**config.mk**
```make
export PLATFORM = sky130hd
export DESIGN_NAME = ext_data_access_stretch
export DESIGN_NICKNAME = d
export VERILOG_FILES = /design/src/include/ext_access_pkg.sv /design/src/hdl/ext_data_access_stretch.sv
export SDC_FILE = /design/constraint.sdc
export NUM_CORES = 1
export LEC_CHECK = 0
export ABC_AREA = 1
export BUFFER_PORTS_ARGS = -buffer_cell sky130_fd_sc_hd__buf_2
export CORE_MARGIN = 2
export CORE_UTILIZATION = 50
export CTS_CLUSTER_SIZE = 16
export DETAILED_ROUTE_END_ITERATION = 7
export PLACE_DENSITY = 0.78
export SLEW_MARGIN = 30
export SYNTH_ARGS = -nofsm -noshare
export SYNTH_HDL_FRONTEND = slang
export SYNTH_SLANG_ARGS = --single-unit
```
**constraint.sdc**
```tcl
create_clock -name ref_clk_in -period 6.7 [get_ports ref_clk_in]
set_clock_uncertainty 0.2 [all_clocks]
set_input_delay 1.675 -clock ref_clk_in [delete_from_list [all_inputs] [get_ports ref_clk_in]]
set_output_delay 1.675 -clock ref_clk_in [all_outputs]
set_load 0.02 [all_outputs]
```
**src/include/ext_access_pkg.sv**
```systemverilog
// Purpose : shared constants for the external data access timing block
// Assumes : 8-bit register port, 4 clocks per machine cycle
// Notes   : offsets are register port addresses
package ext_access_pkg;
  // ----------------------------------------------------------------
  // register map
  // ----------------------------------------------------------------
  localparam logic [7:0] PTR_LO_ADDR   = 8'h82; // selected pointer, low byte
  localparam logic [7:0] PTR_HI_ADDR   = 8'h83; // selected pointer, high byte
  localparam logic [7:0] PTR_SEL_ADDR  = 8'h86; // pointer select
  localparam logic [7:0] CLK_CTRL_ADDR = 8'h8E; // clock control
  localparam logic [7:0] STATUS_ADDR   = 8'h8F; // block status
  localparam logic [7:0] RDATA_ADDR    = 8'h90; // last external read byte
  // ----------------------------------------------------------------
  // fields and reset values
  // ----------------------------------------------------------------
  localparam int         SEL_BIT       = 0;
  localparam int         STRETCH_MSB   = 2;
  localparam logic [2:0] STRETCH_RST   = 3'h1;
  localparam logic [7:0] PTR_SEL_RST   = 8'h00;
  localparam logic [15:0] PTR_RST      = 16'h0000;
  // ----------------------------------------------------------------
  // timing
  // ----------------------------------------------------------------
  localparam int         CLK_PER_MC    = 4;     // clocks per machine cycle
  localparam logic [2:0] MAX_CYCLES    = 3'h5;  // longest normal instruction
  localparam logic [4:0] STROBE_MIN    = 5'h02; // strobe clocks at stretch 0
  // ----------------------------------------------------------------
  // sequencer states
  // ----------------------------------------------------------------
  typedef enum logic [3:0] {
    ST_IDLE   = 4'b0001,
    ST_FETCH  = 4'b0010,
    ST_EXEC   = 4'b0100,
    ST_ACCESS = 4'b1000
  } seq_state_t;
endpackage : ext_access_pkg
```
**src/hdl/ext_data_access_stretch.sv**
```systemverilog
// Purpose : machine cycle sequencer and external data move timing
// Assumes : inputs synchronous to ref_clk_in, strobes active low
// Notes   : instructions always begin on a C1 clock
//
// Local design decision: strobed register access.
`timescale 1ns/1ps
module ext_data_access_stretch
  import ext_access_pkg::*;
(
  input  wire logic        ref_clk_in,      // 250 MHz clock
  input  wire logic        reset_n_in,      // async reset, active low
  input  wire logic [7:0]  reg_addr_in,     // register address
  input  wire logic [7:0]  reg_wdata_in,    // register write data
  input  wire logic        reg_wr_in,       // register write strobe
  input  wire logic        reg_rd_in,       // register read strobe
  output logic      [7:0]  reg_rdata_out,   // read data, next cycle
  input  wire logic        instr_req_in,    // instruction request pulse
  input  wire logic [2:0]  op_bytes_in,     // instruction bytes
  input  wire logic [2:0]  op_cycles_in,    // machine cycles, normal ops
  input  wire logic        ext_move_in,     // request is an external move
  input  wire logic        ext_use_ptr_in,  // 1 pointer, 0 indirect
  input  wire logic        ext_write_in,    // 1 write, 0 read
  input  wire logic [7:0]  ind_ptr_in,      // indirect pointer register
  input  wire logic [7:0]  port2_in,        // port 2 latch
  input  wire logic [7:0]  ext_wdata_in,    // byte to write
  input  wire logic        ptr_inc_in,      // increment selected pointer
  input  wire logic [7:0]  ext_rdata_in,    // external data bus in
  output logic      [3:0]  phase_out,       // one-hot C1..C4
  output logic             busy_out,        // instruction in progress
  output logic             fetch_out,       // opcode fetch pulse
  output logic             done_out,        // instruction end pulse
  output logic      [15:0] ext_addr_out,    // external address
  output logic             rd_n_out,        // read strobe, low active
  output logic             wr_n_out,        // write strobe, low active
  output logic      [7:0]  ext_wdata_out,   // external data bus out
  output logic             ext_data_oe_out, // drive data bus
  output logic      [7:0]  rdata_out        // captured read byte
);
  // ----------------------------------------------------------------
  // helpers
  // ----------------------------------------------------------------
  // strobe width in clocks for a stretch value
  function automatic logic [4:0] strobe_w(input logic [2:0] s);
    strobe_w = (s == 3'h0) ? STROBE_MIN : {s, 2'b00};
  endfunction : strobe_w
  // first access clock whose registered strobe is active
  function automatic logic [5:0] strobe_lo(input logic [2:0] s);
    strobe_lo = (s == 3'h0) ? 6'h00 : 6'h01;
  endfunction : strobe_lo
  // ----------------------------------------------------------------
  // reset release
  // ----------------------------------------------------------------
  logic rst_s1_r;
  logic rst_n;
  always_ff @(posedge ref_clk_in or negedge reset_n_in)
    if (!reset_n_in)
    begin
      rst_s1_r <= 1'b0;
      rst_n    <= 1'b0;
    end
    else
    begin
      rst_s1_r <= 1'b1;
      rst_n    <= rst_s1_r;
    end
  // ----------------------------------------------------------------
  // declarations
  // ----------------------------------------------------------------
  seq_state_t  st_r;
  logic [3:0]  ph_r;
  logic        pend_r;
  logic [2:0]  cyc_r;
  logic [2:0]  byt_r;
  logic [2:0]  mc_r;
  logic        ext_r;
  logic        ptr_r;
  logic        wr_r;
  logic [7:0]  ind_r;
  logic [7:0]  p2_r;
  logic [7:0]  wd_r;
  logic [2:0]  str_r;
  logic [5:0]  acc_r;
  logic [2:0]  stretch_r;
  logic        sel_r;
  logic [15:0] ptr_a_r;
  logic [15:0] ptr_b_r;
  logic        fin;
  logic        cont;
  logic        strobe_nxt;
  logic [15:0] ptr_cur;
  logic [5:0]  acc_last;
  assign ptr_cur  = sel_r ? ptr_b_r : ptr_a_r;
  assign acc_last = {1'b0, str_r, 2'b11};      // (stretch+1)*4 - 1
  // ----------------------------------------------------------------
  // machine cycle phase
  // ----------------------------------------------------------------
  // free running rotation keeps C1..C4 order fixed
  always_ff @(posedge ref_clk_in or negedge rst_n)
    if (!rst_n)
      ph_r <= 4'h1;
    else
      ph_r <= {ph_r[2:0], ph_r[3]};
  assign phase_out = ph_r;
  // ----------------------------------------------------------------
  // sequencer
  // ----------------------------------------------------------------
  // end of instruction and continuation into another machine cycle
  always_comb
  begin
    fin  = 1'b0;
    cont = 1'b0;
    case (st_r)
      ST_IDLE:   cont = pend_r & ph_r[3];
      ST_FETCH:
      begin
        cont = ph_r[3] & ~ext_r & (cyc_r > 3'h1);
        fin  = ph_r[3] & ~ext_r & (cyc_r <= 3'h1);
      end
      ST_EXEC:
      begin
        cont = ph_r[3] & (mc_r > 3'h1);
        fin  = ph_r[3] & (mc_r <= 3'h1);
      end
      ST_ACCESS: fin = (acc_r == acc_last);
      default:   fin = 1'b0;
    endcase
  end

  // state, request latch and machine cycle counting
  always_ff @(posedge ref_clk_in or negedge rst_n)
    if (!rst_n)
    begin
      st_r   <= ST_IDLE;
      pend_r <= 1'b0;
      cyc_r  <= 3'h1;
      mc_r   <= 3'h0;
      ext_r  <= 1'b0;
      ptr_r  <= 1'b0;
      wr_r   <= 1'b0;
      ind_r  <= 8'h00;
      p2_r   <= 8'h00;
      wd_r   <= 8'h00;
      str_r  <= STRETCH_RST;
      acc_r  <= 6'h00;
    end
    else
    begin
      case (st_r)
        ST_IDLE:
        begin
          // requests while busy are ignored; wait for the C1 boundary
          if (instr_req_in && !pend_r)
          begin
            pend_r <= 1'b1;
            ext_r  <= ext_move_in;
            ptr_r  <= ext_use_ptr_in;
            wr_r   <= ext_write_in;
            ind_r  <= ind_ptr_in;
            p2_r   <= port2_in;
            wd_r   <= ext_wdata_in;
            // stretch never touches normal lengths, clamp 1..5
            if (op_cycles_in == 3'h0)
              cyc_r <= 3'h1;
            else if (op_cycles_in > MAX_CYCLES)
              cyc_r <= MAX_CYCLES;
            else
              cyc_r <= op_cycles_in;
          end
          if (cont)
          begin
            pend_r <= 1'b0;
            st_r   <= ST_FETCH;
          end
        end
        ST_FETCH:
        begin
          if (ph_r[3] && ext_r)
          begin
            st_r  <= ST_ACCESS;
            str_r <= stretch_r; // latched so a mid-move write is harmless
            acc_r <= 6'h00;
          end
          else if (cont)
          begin
            st_r <= ST_EXEC;
            mc_r <= cyc_r - 3'h1;
          end
          else if (fin)
            st_r <= ST_IDLE;
        end
        ST_EXEC:
        begin
          if (fin)
            st_r <= ST_IDLE;
          else if (ph_r[3])
            mc_r <= mc_r - 3'h1;
        end
        ST_ACCESS:
        begin
          // holding CPU state: the access counter is all that moves
          if (fin)
            st_r <= ST_IDLE;
          else
            acc_r <= acc_r + 6'h01;
        end
        default: st_r <= ST_IDLE;
      endcase
    end

  // opcode fetch pulses, one per machine cycle of a normal op, counted from cyc_r, not op_bytes_in; one for a move
  always_ff @(posedge ref_clk_in or negedge rst_n)
    if (!rst_n)
    begin
      byt_r     <= 3'h0;
      fetch_out <= 1'b0;
    end
    else
    begin
      fetch_out <= cont && (st_r == ST_IDLE || byt_r != 3'h0);
      if (st_r == ST_IDLE && cont)
        byt_r <= ext_r ? 3'h0 : ((op_bytes_in == 3'h0) ? 3'h0 : 3'h0) | (cyc_r - 3'h1);
      else if (cont && byt_r != 3'h0)
        byt_r <= byt_r - 3'h1;
    end

  // busy and done flags
  always_ff @(posedge ref_clk_in or negedge rst_n)
    if (!rst_n)
    begin
      busy_out <= 1'b0;
      done_out <= 1'b0;
    end
    else
    begin
      done_out <= fin;
      busy_out <= (pend_r | instr_req_in | (st_r != ST_IDLE)) & ~fin;
    end
  // ----------------------------------------------------------------
  // external access
  // ----------------------------------------------------------------
  assign strobe_nxt = (st_r == ST_ACCESS) && (acc_r >= strobe_lo(str_r))
                      && (acc_r < strobe_lo(str_r) + {1'b0, strobe_w(str_r)});

  // address, strobes and data bus, all registered
  always_ff @(posedge ref_clk_in or negedge rst_n)
    if (!rst_n)
    begin
      ext_addr_out    <= 16'h0000;
      rd_n_out        <= 1'b1;
      wr_n_out        <= 1'b1;
      ext_wdata_out   <= 8'h00;
      ext_data_oe_out <= 1'b0;
      rdata_out       <= 8'h00;
    end
    else
    begin
      if (st_r == ST_FETCH && ph_r[3] && ext_r)
      begin
        if (ptr_r)
          ext_addr_out <= ptr_cur;
        else
          ext_addr_out <= {p2_r, ind_r};
        ext_wdata_out <= wd_r;
      end
      ext_data_oe_out <= (st_r == ST_FETCH && ph_r[3] && ext_r && wr_r)
                         | (st_r == ST_ACCESS && wr_r && !fin);
      rd_n_out <= ~(strobe_nxt & ~wr_r);
      wr_n_out <= ~(strobe_nxt & wr_r);
      // sample on the strobe's last clock; far side has data by then
      if (st_r == ST_ACCESS && !wr_r && !rd_n_out && !strobe_nxt)
        rdata_out <= ext_rdata_in;
    end
  // ----------------------------------------------------------------
  // registers
  // ----------------------------------------------------------------
  // software writes, pointer increments and select
  always_ff @(posedge ref_clk_in or negedge rst_n)
    if (!rst_n)
    begin
      stretch_r <= STRETCH_RST;
      sel_r     <= PTR_SEL_RST[SEL_BIT];
      ptr_a_r   <= PTR_RST;
      ptr_b_r   <= PTR_RST;
    end
    else
    begin
      if (reg_wr_in && reg_addr_in == CLK_CTRL_ADDR)
        stretch_r <= reg_wdata_in[STRETCH_MSB:0];
      if (reg_wr_in && reg_addr_in == PTR_SEL_ADDR)
        sel_r <= reg_wdata_in[SEL_BIT];
      if (reg_wr_in && reg_addr_in == PTR_LO_ADDR)
      begin
        if (sel_r) ptr_b_r[7:0] <= reg_wdata_in;
        else       ptr_a_r[7:0] <= reg_wdata_in;
      end
      else if (reg_wr_in && reg_addr_in == PTR_HI_ADDR)
      begin
        if (sel_r) ptr_b_r[15:8] <= reg_wdata_in;
        else       ptr_a_r[15:8] <= reg_wdata_in;
      end
      else if (ptr_inc_in)
      begin
        if (sel_r) ptr_b_r <= ptr_b_r + 16'h0001;
        else       ptr_a_r <= ptr_a_r + 16'h0001;
      end
    end

  // read port, one cycle latency, unmapped reads zero
  always_ff @(posedge ref_clk_in or negedge rst_n)
    if (!rst_n)
      reg_rdata_out <= 8'h00;
    else if (reg_rd_in)
      case (reg_addr_in)
        PTR_LO_ADDR:   reg_rdata_out <= ptr_cur[7:0];
        PTR_HI_ADDR:   reg_rdata_out <= ptr_cur[15:8];
        PTR_SEL_ADDR:  reg_rdata_out <= {7'h00, sel_r};
        CLK_CTRL_ADDR: reg_rdata_out <= {5'h00, stretch_r};
        STATUS_ADDR:   reg_rdata_out <= {4'h0, st_r != ST_IDLE, str_r};
        RDATA_ADDR:    reg_rdata_out <= rdata_out;
        default:       reg_rdata_out <= 8'h00;
      endcase
    else
      reg_rdata_out <= 8'h00;
  // ----------------------------------------------------------------
  // checks
  // ----------------------------------------------------------------
  logic [5:0] slen_r;
  always_ff @(posedge ref_clk_in or negedge rst_n)
    if (!rst_n)
      slen_r <= 6'h00;
    else
      slen_r <= (!rd_n_out || !wr_n_out) ? slen_r + 6'h01 : 6'h00;

  a_phase_order: assert property (@(posedge ref_clk_in) disable iff (!rst_n)
    ph_r[0] |=> ph_r[1] ##1 ph_r[2] ##1 ph_r[3] ##1 ph_r[0]) else $error("phase order broken");
  a_fetch_c1: assert property (@(posedge ref_clk_in) disable iff (!rst_n)
    fetch_out |-> ph_r[0]) else $error("fetch off C1");
  a_single_len: assert property (@(posedge ref_clk_in) disable iff (!rst_n)
    (st_r == ST_IDLE && cont && !ext_r && cyc_r == 3'h1) |-> ##5 done_out) else $error("one cycle op length");
  a_exec_bound: assert property (@(posedge ref_clk_in) disable iff (!rst_n)
    st_r == ST_EXEC |-> mc_r <= 3'h4) else $error("exec too long");
  a_ind_addr: assert property (@(posedge ref_clk_in) disable iff (!rst_n)
    (st_r == ST_ACCESS && !ptr_r) |-> ext_addr_out == {p2_r, ind_r}) else $error("indirect address");
  a_sel_zero: assert property (@(posedge ref_clk_in) disable iff (!rst_n)
    $past(reg_rd_in && reg_addr_in == PTR_SEL_ADDR) |-> reg_rdata_out[7:1] == 7'h00) else $error("select high bits");
  a_move_len: assert property (@(posedge ref_clk_in) disable iff (!rst_n)
    (st_r == ST_FETCH && ph_r[3] && ext_r && stretch_r == 3'h0) |-> ##5 done_out) else $error("move length");
  a_strobe_w: assert property (@(posedge ref_clk_in) disable iff (!rst_n)
    ($rose(rd_n_out) || $rose(wr_n_out)) |-> slen_r == {1'b0, strobe_w(str_r)}) else $error("strobe width");
  a_reset_str: assert property (@(posedge ref_clk_in)
    $rose(rst_n) |-> stretch_r == STRETCH_RST) else $error("stretch reset value");
endmodule : ext_data_access_stretch

```
==> results of run 1 <==
-- cell usage in the layout, fill, tap and decap left out, drive strengths merged, types with 4 or more instances in the layout --
master	instances
o21ai	49
clkinv	12
xor2	15
xnor2	10
o21a	15
clkbuf	20
nor2	72
nand2	312
o221ai	4
mux2i	9
a21oi	11
nand4	13
inv	70
mux2	32
dfrtp	131
nand3	67
ha	14
nor3	10
o211ai	15
dfstp	7
buf	110
-- worst max-delay path, stage by stage --
cell      delay (ns)
buf_2           0.11
nor2_1          0.09
nand3_1         0.15
inv_2           0.23
nand3_2         0.20
clkinv_2        0.30
a21oi_4         0.08
nor2_2          0.31
nand2_1         0.12
nand2_1         0.08
-- metal layers --
metal	part of all wire (%)	wire length (um)	vias up
li1	-	-	3145
met1	45	8420	2989
met2	44	8200	260
met3	7.9	1480	41
met4	3.2	597	2
met5	0.069	13	-
-- report_power, final --
part	switching [mW]	leakage, nW	total, mW	internal, mW
registers	0.0614	1.75	0.940	0.879
logic	0.121	2.47	0.206	0.0852
clock network	0.368	0.273	0.900	0.532
total	0.550	4.49	2.05	1.50
-- registers in the layout, summed over array words and instances (netlist names), 3 cells and up --
register / flops
acc_r: 6
byt_r: 3
cyc_r: 3
ext_addr_out: 16
ext_wdata_out: 8
ind_r: 8
mc_r: 3
p2_r: 8
phase_out: 4
ptr_a_r: 16
ptr_b_r: 16
rdata_out: 8
reg_rdata_out: 8
st_r: 4
str_r: 3
stretch_r: 3
wd_r: 8
-- through the flow --
| step | util [%] | hold WS (ns) |
|---|---|---|
| after global placement | 55.8 | 0.136 |
| after global routing | 59.8 | 0.160 |
| after floorplan | - | 0.131 |
| after detailed placement | 55.8 | 0.139 |
| final | 59.8 | 0.156 |
| after CTS | 59.7 | 0.159 |
-- layout make-up --
type / instances / share of cell area (%)
timing repair buffer: 110 / 6.36
inverter: 74 / 3.23
clock buffer: 20 / 5.22
clock inverter: 12 / 1.31
tap: 184 / 2.63
sequential: 138 / 39.6
multi-input combinational: 664 / 41.7
-- logic make-up after synthesis --
family,Yosys count,share of synthesized area (%)
adder cells (fa/ha/maj),14,2.32
AO/OA/AOI/OAI,103,8.62
other,1,0.0498
multiplexers,41,6.87
flip-flops,138,45.9
XOR/XNOR,25,2.91
AND/OR/NAND/NOR,480,27.6
buffers and inverters,96,5.71
-- worst min path at each step --
stage                     depth (start not counted)  slack, ns    end
final                                             0       0.16  rst_n
after global routing                              0       0.16  rst_n
after detailed placement                          0       0.14  rst_n
after floorplan                                   0       0.13  rst_n
after CTS                                         0       0.16  rst_n
after global placement                            0       0.14  rst_n
==> run_results.csv, run 1 <==
group,metric,value,unit
power,p_leak,4.49,nW
timing,fmax,313,MHz
grt,grt_max_degree,77,
cells_and_area,layout-drive-gt1-share,21.7,%
yosys,syn_nets,975,
yosys,syn_inst,898,
route,num_vias,6437,
power,finalPower,2.05,mW
timing,rsz0062_at_grt,"false",
die,die_w,127,um
yosys,synthFlopType,"dfrtp_1",
route,wl_per_cell,15.6,um
critical_path,arrival,3.36,ns
critical_path,end_kind,"register",
grt,gr-usage-met2,36.5,%
power,power_density,234,nW/um2
critical_path,setup.worst_path.class,"primary input to register",
yosys,yosys.area.top_type,"dfrtp_1",
cts,cts.htree.levels,4,
cts,clk_latency,0.43,ns
grt,antenna_found_initial,1,
yosys,synth.area.top_cells,"dfrtp_1, nand2_1, nand3_1",
worst_hold_path,hold_class,"register to register",
yosys,avgSynthCellArea,8.39,um2
critical_path,crit_path_start_kind,"primary input",
placed_design,place_area,8180,um2
cts,cts_buffers,17,
cells_and_area,multi_input_area,3650,um2
timing,worst_pin_slew,0.913,ns
timing,fin_tns_setup,0,ns
cells_and_area,finalNonFillerCells,1202,
worst_hold_path,min_from,"rst_s1_r",
cts,clkTransAtPathRegs,0.06,ns
cts,cts_sinks,138,
run,drv_cap,0,
critical_path,r2r_setup_slack,4.48,ns
yosys,yosys-top-cells-count,"nand2_1, dfrtp_1, nor2_1",
timing,hold_viol,0,
critical_path,crit_end,"ptr_a_r[5]",
cts,hold_buffers,0,
placed_design,gp_congestion,0.960,
cells_and_area,fillers,1292,
critical_path,crit_required,6.87,ns
cts,cts_tree,"built",
yosys,ys_seq_area_share,45.9,%
die,die_y,127,um
route,wl,18700,um
timing,fin_ws,3.51,ns
cts,clockBufferDepth,2,
die,ioPinCount,113,
placed_design,dp_cells,1170,
cells_and_area,areaGrowthSynthToFinish,16.2,%
cells_and_area,n_antenna_cell,0,
timing,min_period_over_period,47.7,%
power,vdd_drop_max,0.188,mV
grt,grt_pass1_wl,30600,um
route,firstDrtPassIters,6,
grt,globalRouteOverflowTotal,0,
timing,period_needed,3.19,ns
yosys,synth_seq_cells,138,
yosys,synth.top_cell.area_share,43.5,%
cts,cts-root-buf,"clkbuf_16",
die,rows,44,
critical_path,r2r_end,"rdata_out[7]",
yosys,async_flop_share,100,%
grt,grt.met1_usage,33.6,%
timing,slew_violations,0,
timing,setup_viol,0,
cells_and_area,fin_area,8760,um2
die,die_area,16100,um2
cells_and_area,register_area,3470,um2
critical_path,crit_start,"reg_addr_in[5]",
critical_path,r2r-start,"str_r[0]",
cts,cts.repair.resized,0,
cells_and_area,nets,1082,
placed_design,port_buffers,109,
critical_path,critPathMaxFanout,23,
critical_path,rr_worst_depth,10,
cts,post_cts_buffers,0,
route,drc_errors,0,
yosys,synth_area,7540,um2
yosys,ys_warn_count,0,
route,ant_nets,0,
die,core-area,14600,um2
yosys,yosysMostFrequentCell,"nand2_1",
placed_design,pre_cts_ws,3.15,ns
yosys,synth_edf_count,0,
route,drtIter0Drc,472,
run_status,status,"finished clean",
timing,relSlewSlack,38.7,%
yosys,ys_types,48,
placed_design,dp_hpwl,13600,um
grt,grt-busiest-layer,"met2",
die,start_util,51.5,%
grt,first_global_vias,6210,
grt,grt_use_total,24.3,%
route,via_per_inst,5.36,
grt,grt_use_met3,5.90,%
Note: power is estimated with default switching activity, not from simulation.
==> run 2: changes to the inputs <==
- PLACE_DENSITY: 0.78 -> 0.81
- clock period: 6.7 -> 2.6 ns (I/O delays scaled with it)
==> run 2 against run 1 <==
Largest cell class unchanged. Total power increased to 2.6 times the previous value. Count of clock-buffer cells in the layout increased by 2. Flip-flop and latch count unchanged. Sequential share of layout area decreased by 0.53 points. Via count increased by 1.3%. First-iteration DRC count decreased by 1.9%. Combinational power increased to 2.8 times the previous value. Largest power group unchanged. Hold slack got worse by 0.049 ns. Design area increased by 1.3%. Global-route usage increased by 0.34 points.
==> run_results.csv, run 2 (synthesized netlist as in run 1, its figures left out) <==
group,metric,value,unit
cells_and_area,nets,1094,
grt,grt_use_total,24.6,%
power,pwr-share-comb,10.8,%
timing,hold_viol,0,
run,drv_cap,0,
die,die_y,127,um
power,p_leak,4.56,nW
placed_design,dp_cells,1181,
cts,cts.htree.levels,4,
die,rows,44,
cts,post_cts_buffers,0,
placed_design,port_buffers,109,
timing,rsz0062_at_grt,"false",
cells_and_area,final_cell_mix,"nand2_1, dfrtp_1, buf_2",
power,switching_share,26.7,%
route,wl_per_cell,15.4,um
route,ant_nets,0,
die,die_area,16100,um2
die,ioPinCount,113,
power,power_density,597,nW/um2
power,sequentialPowerShare,45.5,%
route,drtIter0Drc,463,
timing,fin_tns_setup,0,ns
cells_and_area,layout-drive-gt1-share,22.2,%
cells_and_area,n_antenna_cell,0,
critical_path,crit_required,2.77,ns
cts,cts_sinks,138,
route,drc_errors,0,
cts,cts_buffers,17,
grt,grt_max_degree,55,
placed_design,dp_hpwl,13900,um
timing,fmax,451,MHz
grt,grt_use_met3,6.03,%
cells_and_area,fillers,1262,
grt,grt.met1_usage,34.7,%
cts,cts_tree,"built",
timing,relSlewSlack,43.0,%
power,p_switching,1.41,mW
critical_path,rr_worst_depth,10,
grt,grt-busiest-layer,"met2",
power,pwr-share-clk,43.7,%
critical_path,end_kind,"register",
cts,clockBufferDepth,2,
critical_path,r2r-start,"str_r[0]",
placed_design,gp_congestion,1.01,
cts,clkTransAtPathRegs,0.06,ns
route,wl,18800,um
power,vdd_drop_max,0.498,mV
die,die_w,127,um
grt,gr-usage-met2,36.4,%
timing,period_needed,2.22,ns
cells_and_area,largest_registers,"ext_addr_out: 16 flops, ptr_a_r: 16 flops, ptr_b_r: 16 flops",
timing,hold_ws,0.107,ns
route,via_per_inst,5.37,
cts,cts-root-buf,"clkbuf_16",
grt,globalRouteOverflowTotal,0,
timing,setup_viol,0,
critical_path,r2r_end,"rdata_out[6]",
timing,worst_pin_slew,0.854,ns
route,firstDrtPassIters,7,
critical_path,setup.worst_path.class,"register to register",
route,num_vias,6519,
critical_path,arrival,2.38,ns
timing,slew_violations,0,
worst_hold_path,hold_class,"register to asynchronous set/reset pin",
grt,first_global_vias,6197,
timing,min_period_over_period,85.3,%
run_status,status,"finished clean",
cells_and_area,layout_commonest_cell,"nand2_1",
cts,clk_latency,0.43,ns
grt,antenna_found_initial,0,
critical_path,r2r_setup_slack,0.38,ns
critical_path,crit_path_start_kind,"register",
cells_and_area,finalNonFillerCells,1214,
grt,grt_pass1_wl,31000,um
die,core-area,14600,um2
die,start_util,51.5,%
power,intPower,3.89,mW
critical_path,critPathMaxFanout,9,
cells_and_area,areaGrowthSynthToFinish,17.7,%
-- run 2: cell count changes in the layout (fill, tap and decap cells not counted), moves of 2 or more --
cell	change
buf_4	+9
clkinv_4	-2
buf_12	+3
clkinv_2	+2
inv_6	-2
-- run 2: worst max-delay path, stage by stage (launching register included) --
cell and delay, ns:
dfstp_2 0.54, inv_1 0.08, nand3_1 0.12, ha_1 0.23
inv_1 0.05, o21bai_1 0.06, a21oi_1 0.30, nand2_2 0.20
nand2_2 0.21, nand2_1 0.09, nand2_1 0.07
-- run 2: how the worst max path moves through the flow --
stage              startpoint            to  slack (ns)  depth (start not counted)
2_1_floorplan           rst_n      acc_r[0]        0.11                          0
3_3_place_gp   reg_addr_in[0]    ptr_a_r[6]        0.20                         10
3_5_place_dp   reg_addr_in[0]    ptr_a_r[4]        0.16                         10
4_1_cts              str_r[0]  rdata_out[6]        0.40                         10
5_1_grt              acc_r[3]  rdata_out[6]        0.18                         10
6_report             str_r[0]  rdata_out[6]        0.38                         10
-- run 2: timing repair --
item / 4_1_cts / 5_1_grt
endpoints found under the hold margin: 2 / 0
hold buffers: 1 / 0
resized for setup: 0 / 0
setup endpoints to repair: 0 / 0
-- run 2: area by class of cell --
type | instances | area, um2 | share of cell area (%)
clock inverter | 10 | 93.8 | 1.06
multi-input combinational | 664 | 3640 | 41.1
tap | 184 | 230 | 2.59
timing repair buffer | 122 | 683 | 7.70
inverter | 74 | 283 | 3.19
clock buffer | 22 | 474 | 5.34
sequential | 138 | 3470 | 39.1
-- run 2: layer usage --
metal | part of all wire [%] | wire length, um | vias to the layer above
met5 | 0 | 0 | -
met4 | 2.9 | 549 | 0
met3 | 8.1 | 1520 | 40
met2 | 45 | 8410 | 269
met1 | 44 | 8260 | 3033
li1 | - | - | 3177
-- run 2: power by group through the flow --
stage	combinational (mW)	sequential, mW	clock [mW]
final	0.571	2.41	2.32
after global routing	0.647	2.43	2.44
after CTS	0.564	2.41	2.35
after detailed placement	0.554	2.44	0
after global placement	0.541	2.44	0
after floorplan	0.358	2.42	0
-- run 2: stage by stage --
stage	utilization, %	power [mW]	setup WS (ns)	area [um2]
final	60.6	5.30	0.383	8870
after global routing	60.6	5.53	0.181	8870
after CTS	60.6	5.32	0.401	8870
after detailed placement	56.6	3.00	0.164	8300
after global placement	56.6	2.98	0.203	8300
after floorplan	-	2.78	0.113	7540
==> run 3: changes to the inputs <==
- CORE_UTILIZATION: 50 -> 52
- PLACE_DENSITY: 0.81 -> 0.84
- clock period: 2.6 -> 2 ns (I/O delays scaled with it)
==> run 3 against run 2 <==
The flow now finishes with violations (setup timing). Design area increased by 6.5%. Cell count increased by 3.5%. Core utilization up 6.7 points. Global-route usage increased by 1.6 points. Wire length up 9.7%. Combinational power is 39% higher. Sequential power is 30% higher. Hold slack got worse by 0.097 ns. Sequential share of layout area decreased by 2.4 points. Critical path depth unchanged. Highest routed layer is now met5.
==> run_results.csv, run 3 (synthesized netlist as in run 1, its figures left out) <==
group,metric,value,unit
route,drc_errors,0,
die,start_util,53.7,%
die,core-area,14000,um2
cells_and_area,nets,1140,
critical_path,setup.worst_path.class,"register to register",
route,drtIter0Drc,465,
power,vdd_drop_max,0.627,mV
run_status,failed_checks,"setup timing",
die,rows,43,
power,pwr-share-clk,44.6,%
timing,fin_ws,-0.0296,ns
critical_path,end_kind,"register",
route,wl,20600,um
route,ant_nets,0,
placed_design,pre_cts_ws,-0.110,ns
cts,cts.htree.levels,4,
cells_and_area,layout_commonest_cell,"nand2_1",
grt,globalRouteOverflowTotal,0,
power,pwr-share-comb,11.2,%
power,finalPower,7.08,mW
placed_design,place_area,8590,um2
timing,fin_tns_setup,-0.0423,ns
cells_and_area,final_cell_mix,"nand2_1, dfrtp_1, buf_2",
timing,min_period_over_period,101,%
cells_and_area,utilization,67.3,%
critical_path,r2r-start,"str_r[0]",
die,ioPinCount,113,
route,wl_per_cell,16.4,um
timing,hold_ws,0.00984,ns
grt,grt_max_degree,55,
run_status,status,"finished, violations left",
critical_path,rr_worst_depth,10,
critical_path,r2r_end,"rdata_out[0]",
cells_and_area,finalNonFillerCells,1256,
timing,slew_violations,0,
route,firstDrtPassIters,5,
die,die_area,15500,um2
run,drv_cap,0,
placed_design,gp_congestion,0.974,
critical_path,r2r_setup_slack,-0.03,ns
die,die_y,124,um
power,intPower,5.14,mW
critical_path,arrival,2.15,ns
placed_design,port_buffers,109,
grt,grt_pass1_wl,32200,um
critical_path,critPathMaxFanout,8,
route,num_vias,6840,
cts,cts_buffers,17,
timing,setup_viol,3,
cells_and_area,areaGrowthSynthToFinish,25.4,%
grt,first_global_vias,6446,
die,die_w,124,um
cells_and_area,layout-drive-gt1-share,28.7,%
timing,fmax,493,MHz
timing,hold_viol,0,
power,switching_share,27.4,%
worst_hold_path,hold_class,"register to asynchronous set/reset pin",
timing,rsz0062_at_grt,"true",
cts,clockBufferDepth,2,
cts,clk_latency,0.44,ns
cts,cts-root-buf,"clkbuf_16",
power,p_switching,1.94,mW
cells_and_area,n_antenna_cell,0,
power,p_leak,4.82,nW
placed_design,dp_cells,1214,
cells_and_area,fin_area,9450,um2
grt,grt_use_total,26.2,%
cts,cts_tree,"built",
route,via_per_inst,5.45,
critical_path,crit_path_start_kind,"register",
cells_and_area,largest_registers,"ext_addr_out: 16 flops, ptr_a_r: 16 flops, ptr_b_r: 16 flops",
cts,cts_sinks,138,
timing,period_needed,2.03,ns
power,power_density,749,nW/um2
grt,antenna_found_initial,2,
critical_path,crit_required,2.12,ns
power,sequentialPowerShare,44.2,%
cts,clkTransAtPathRegs,0.06,ns
placed_design,dp_hpwl,14300,um
-- run 3: what timing repair did --
action	in CTS	in global routing
hold buffers	1	0
buffers inserted	2	7
setup endpoints to repair	10	21
endpoints found under the hold margin	2	0
pin swaps	2	16
resized for setup	4	41
-- run 3: how the worst max path moves through the flow --
stage / slack (ns) / endpoint / start / depth (start not counted)
6_report: -0.03 / rdata_out[0] / str_r[0] / 10
5_1_grt: -0.1 / rdata_out[1] / str_r[0] / 11
4_1_cts: 0.03 / rdata_out[0] / str_r[0] / 10
3_5_place_dp: -0.11 / reg_rdata_out[2] / reg_addr_in[2] / 9
3_3_place_gp: -0.07 / ptr_a_r[12] / reg_addr_in[2] / 10
2_1_floorplan: 0.11 / rdata_out[0] / str_r[0] / 9
-- run 3: routing by layer --
metal,track usage (%),part of all wire [%]
met3,6.96,8.2
met1,34.1,41
met4,11.0,3.5
met2,41.5,47
met5,0,0.053
-- run 3: final cells by class --
class                           instances  area (um2)
Clock buffer                           17         425
Clock inverter                         15         168
Fill cell                            1025        4590
Inverter                               74         285
Multi-Input combinational cell        664        3820
Sequential cell                       138        3470
Tap cell                              180         225
Timing Repair Buffer                  168        1060
-- run 3: power by group through the flow --
stage	registers (mW)	logic (mW)	clock network, mW
detailed placement	3.17	0.765	0
floorplan	3.15	0.466	0
CTS	3.12	0.781	3.17
finish	3.13	0.794	3.15
global placement	3.16	0.742	0
global route	3.15	0.880	3.30
-- run 3: critical path: stages (launching register included) --
cell	delay, ns
dfstp_2	0.56
inv_4	0.06
nand3_4	0.11
ha_4	0.17
nand2_4	0.06
nor3_4	0.22
a21oi_2	0.11
nand2_2	0.16
nand2_4	0.11
nand2_2	0.11
nand2_2	0.06
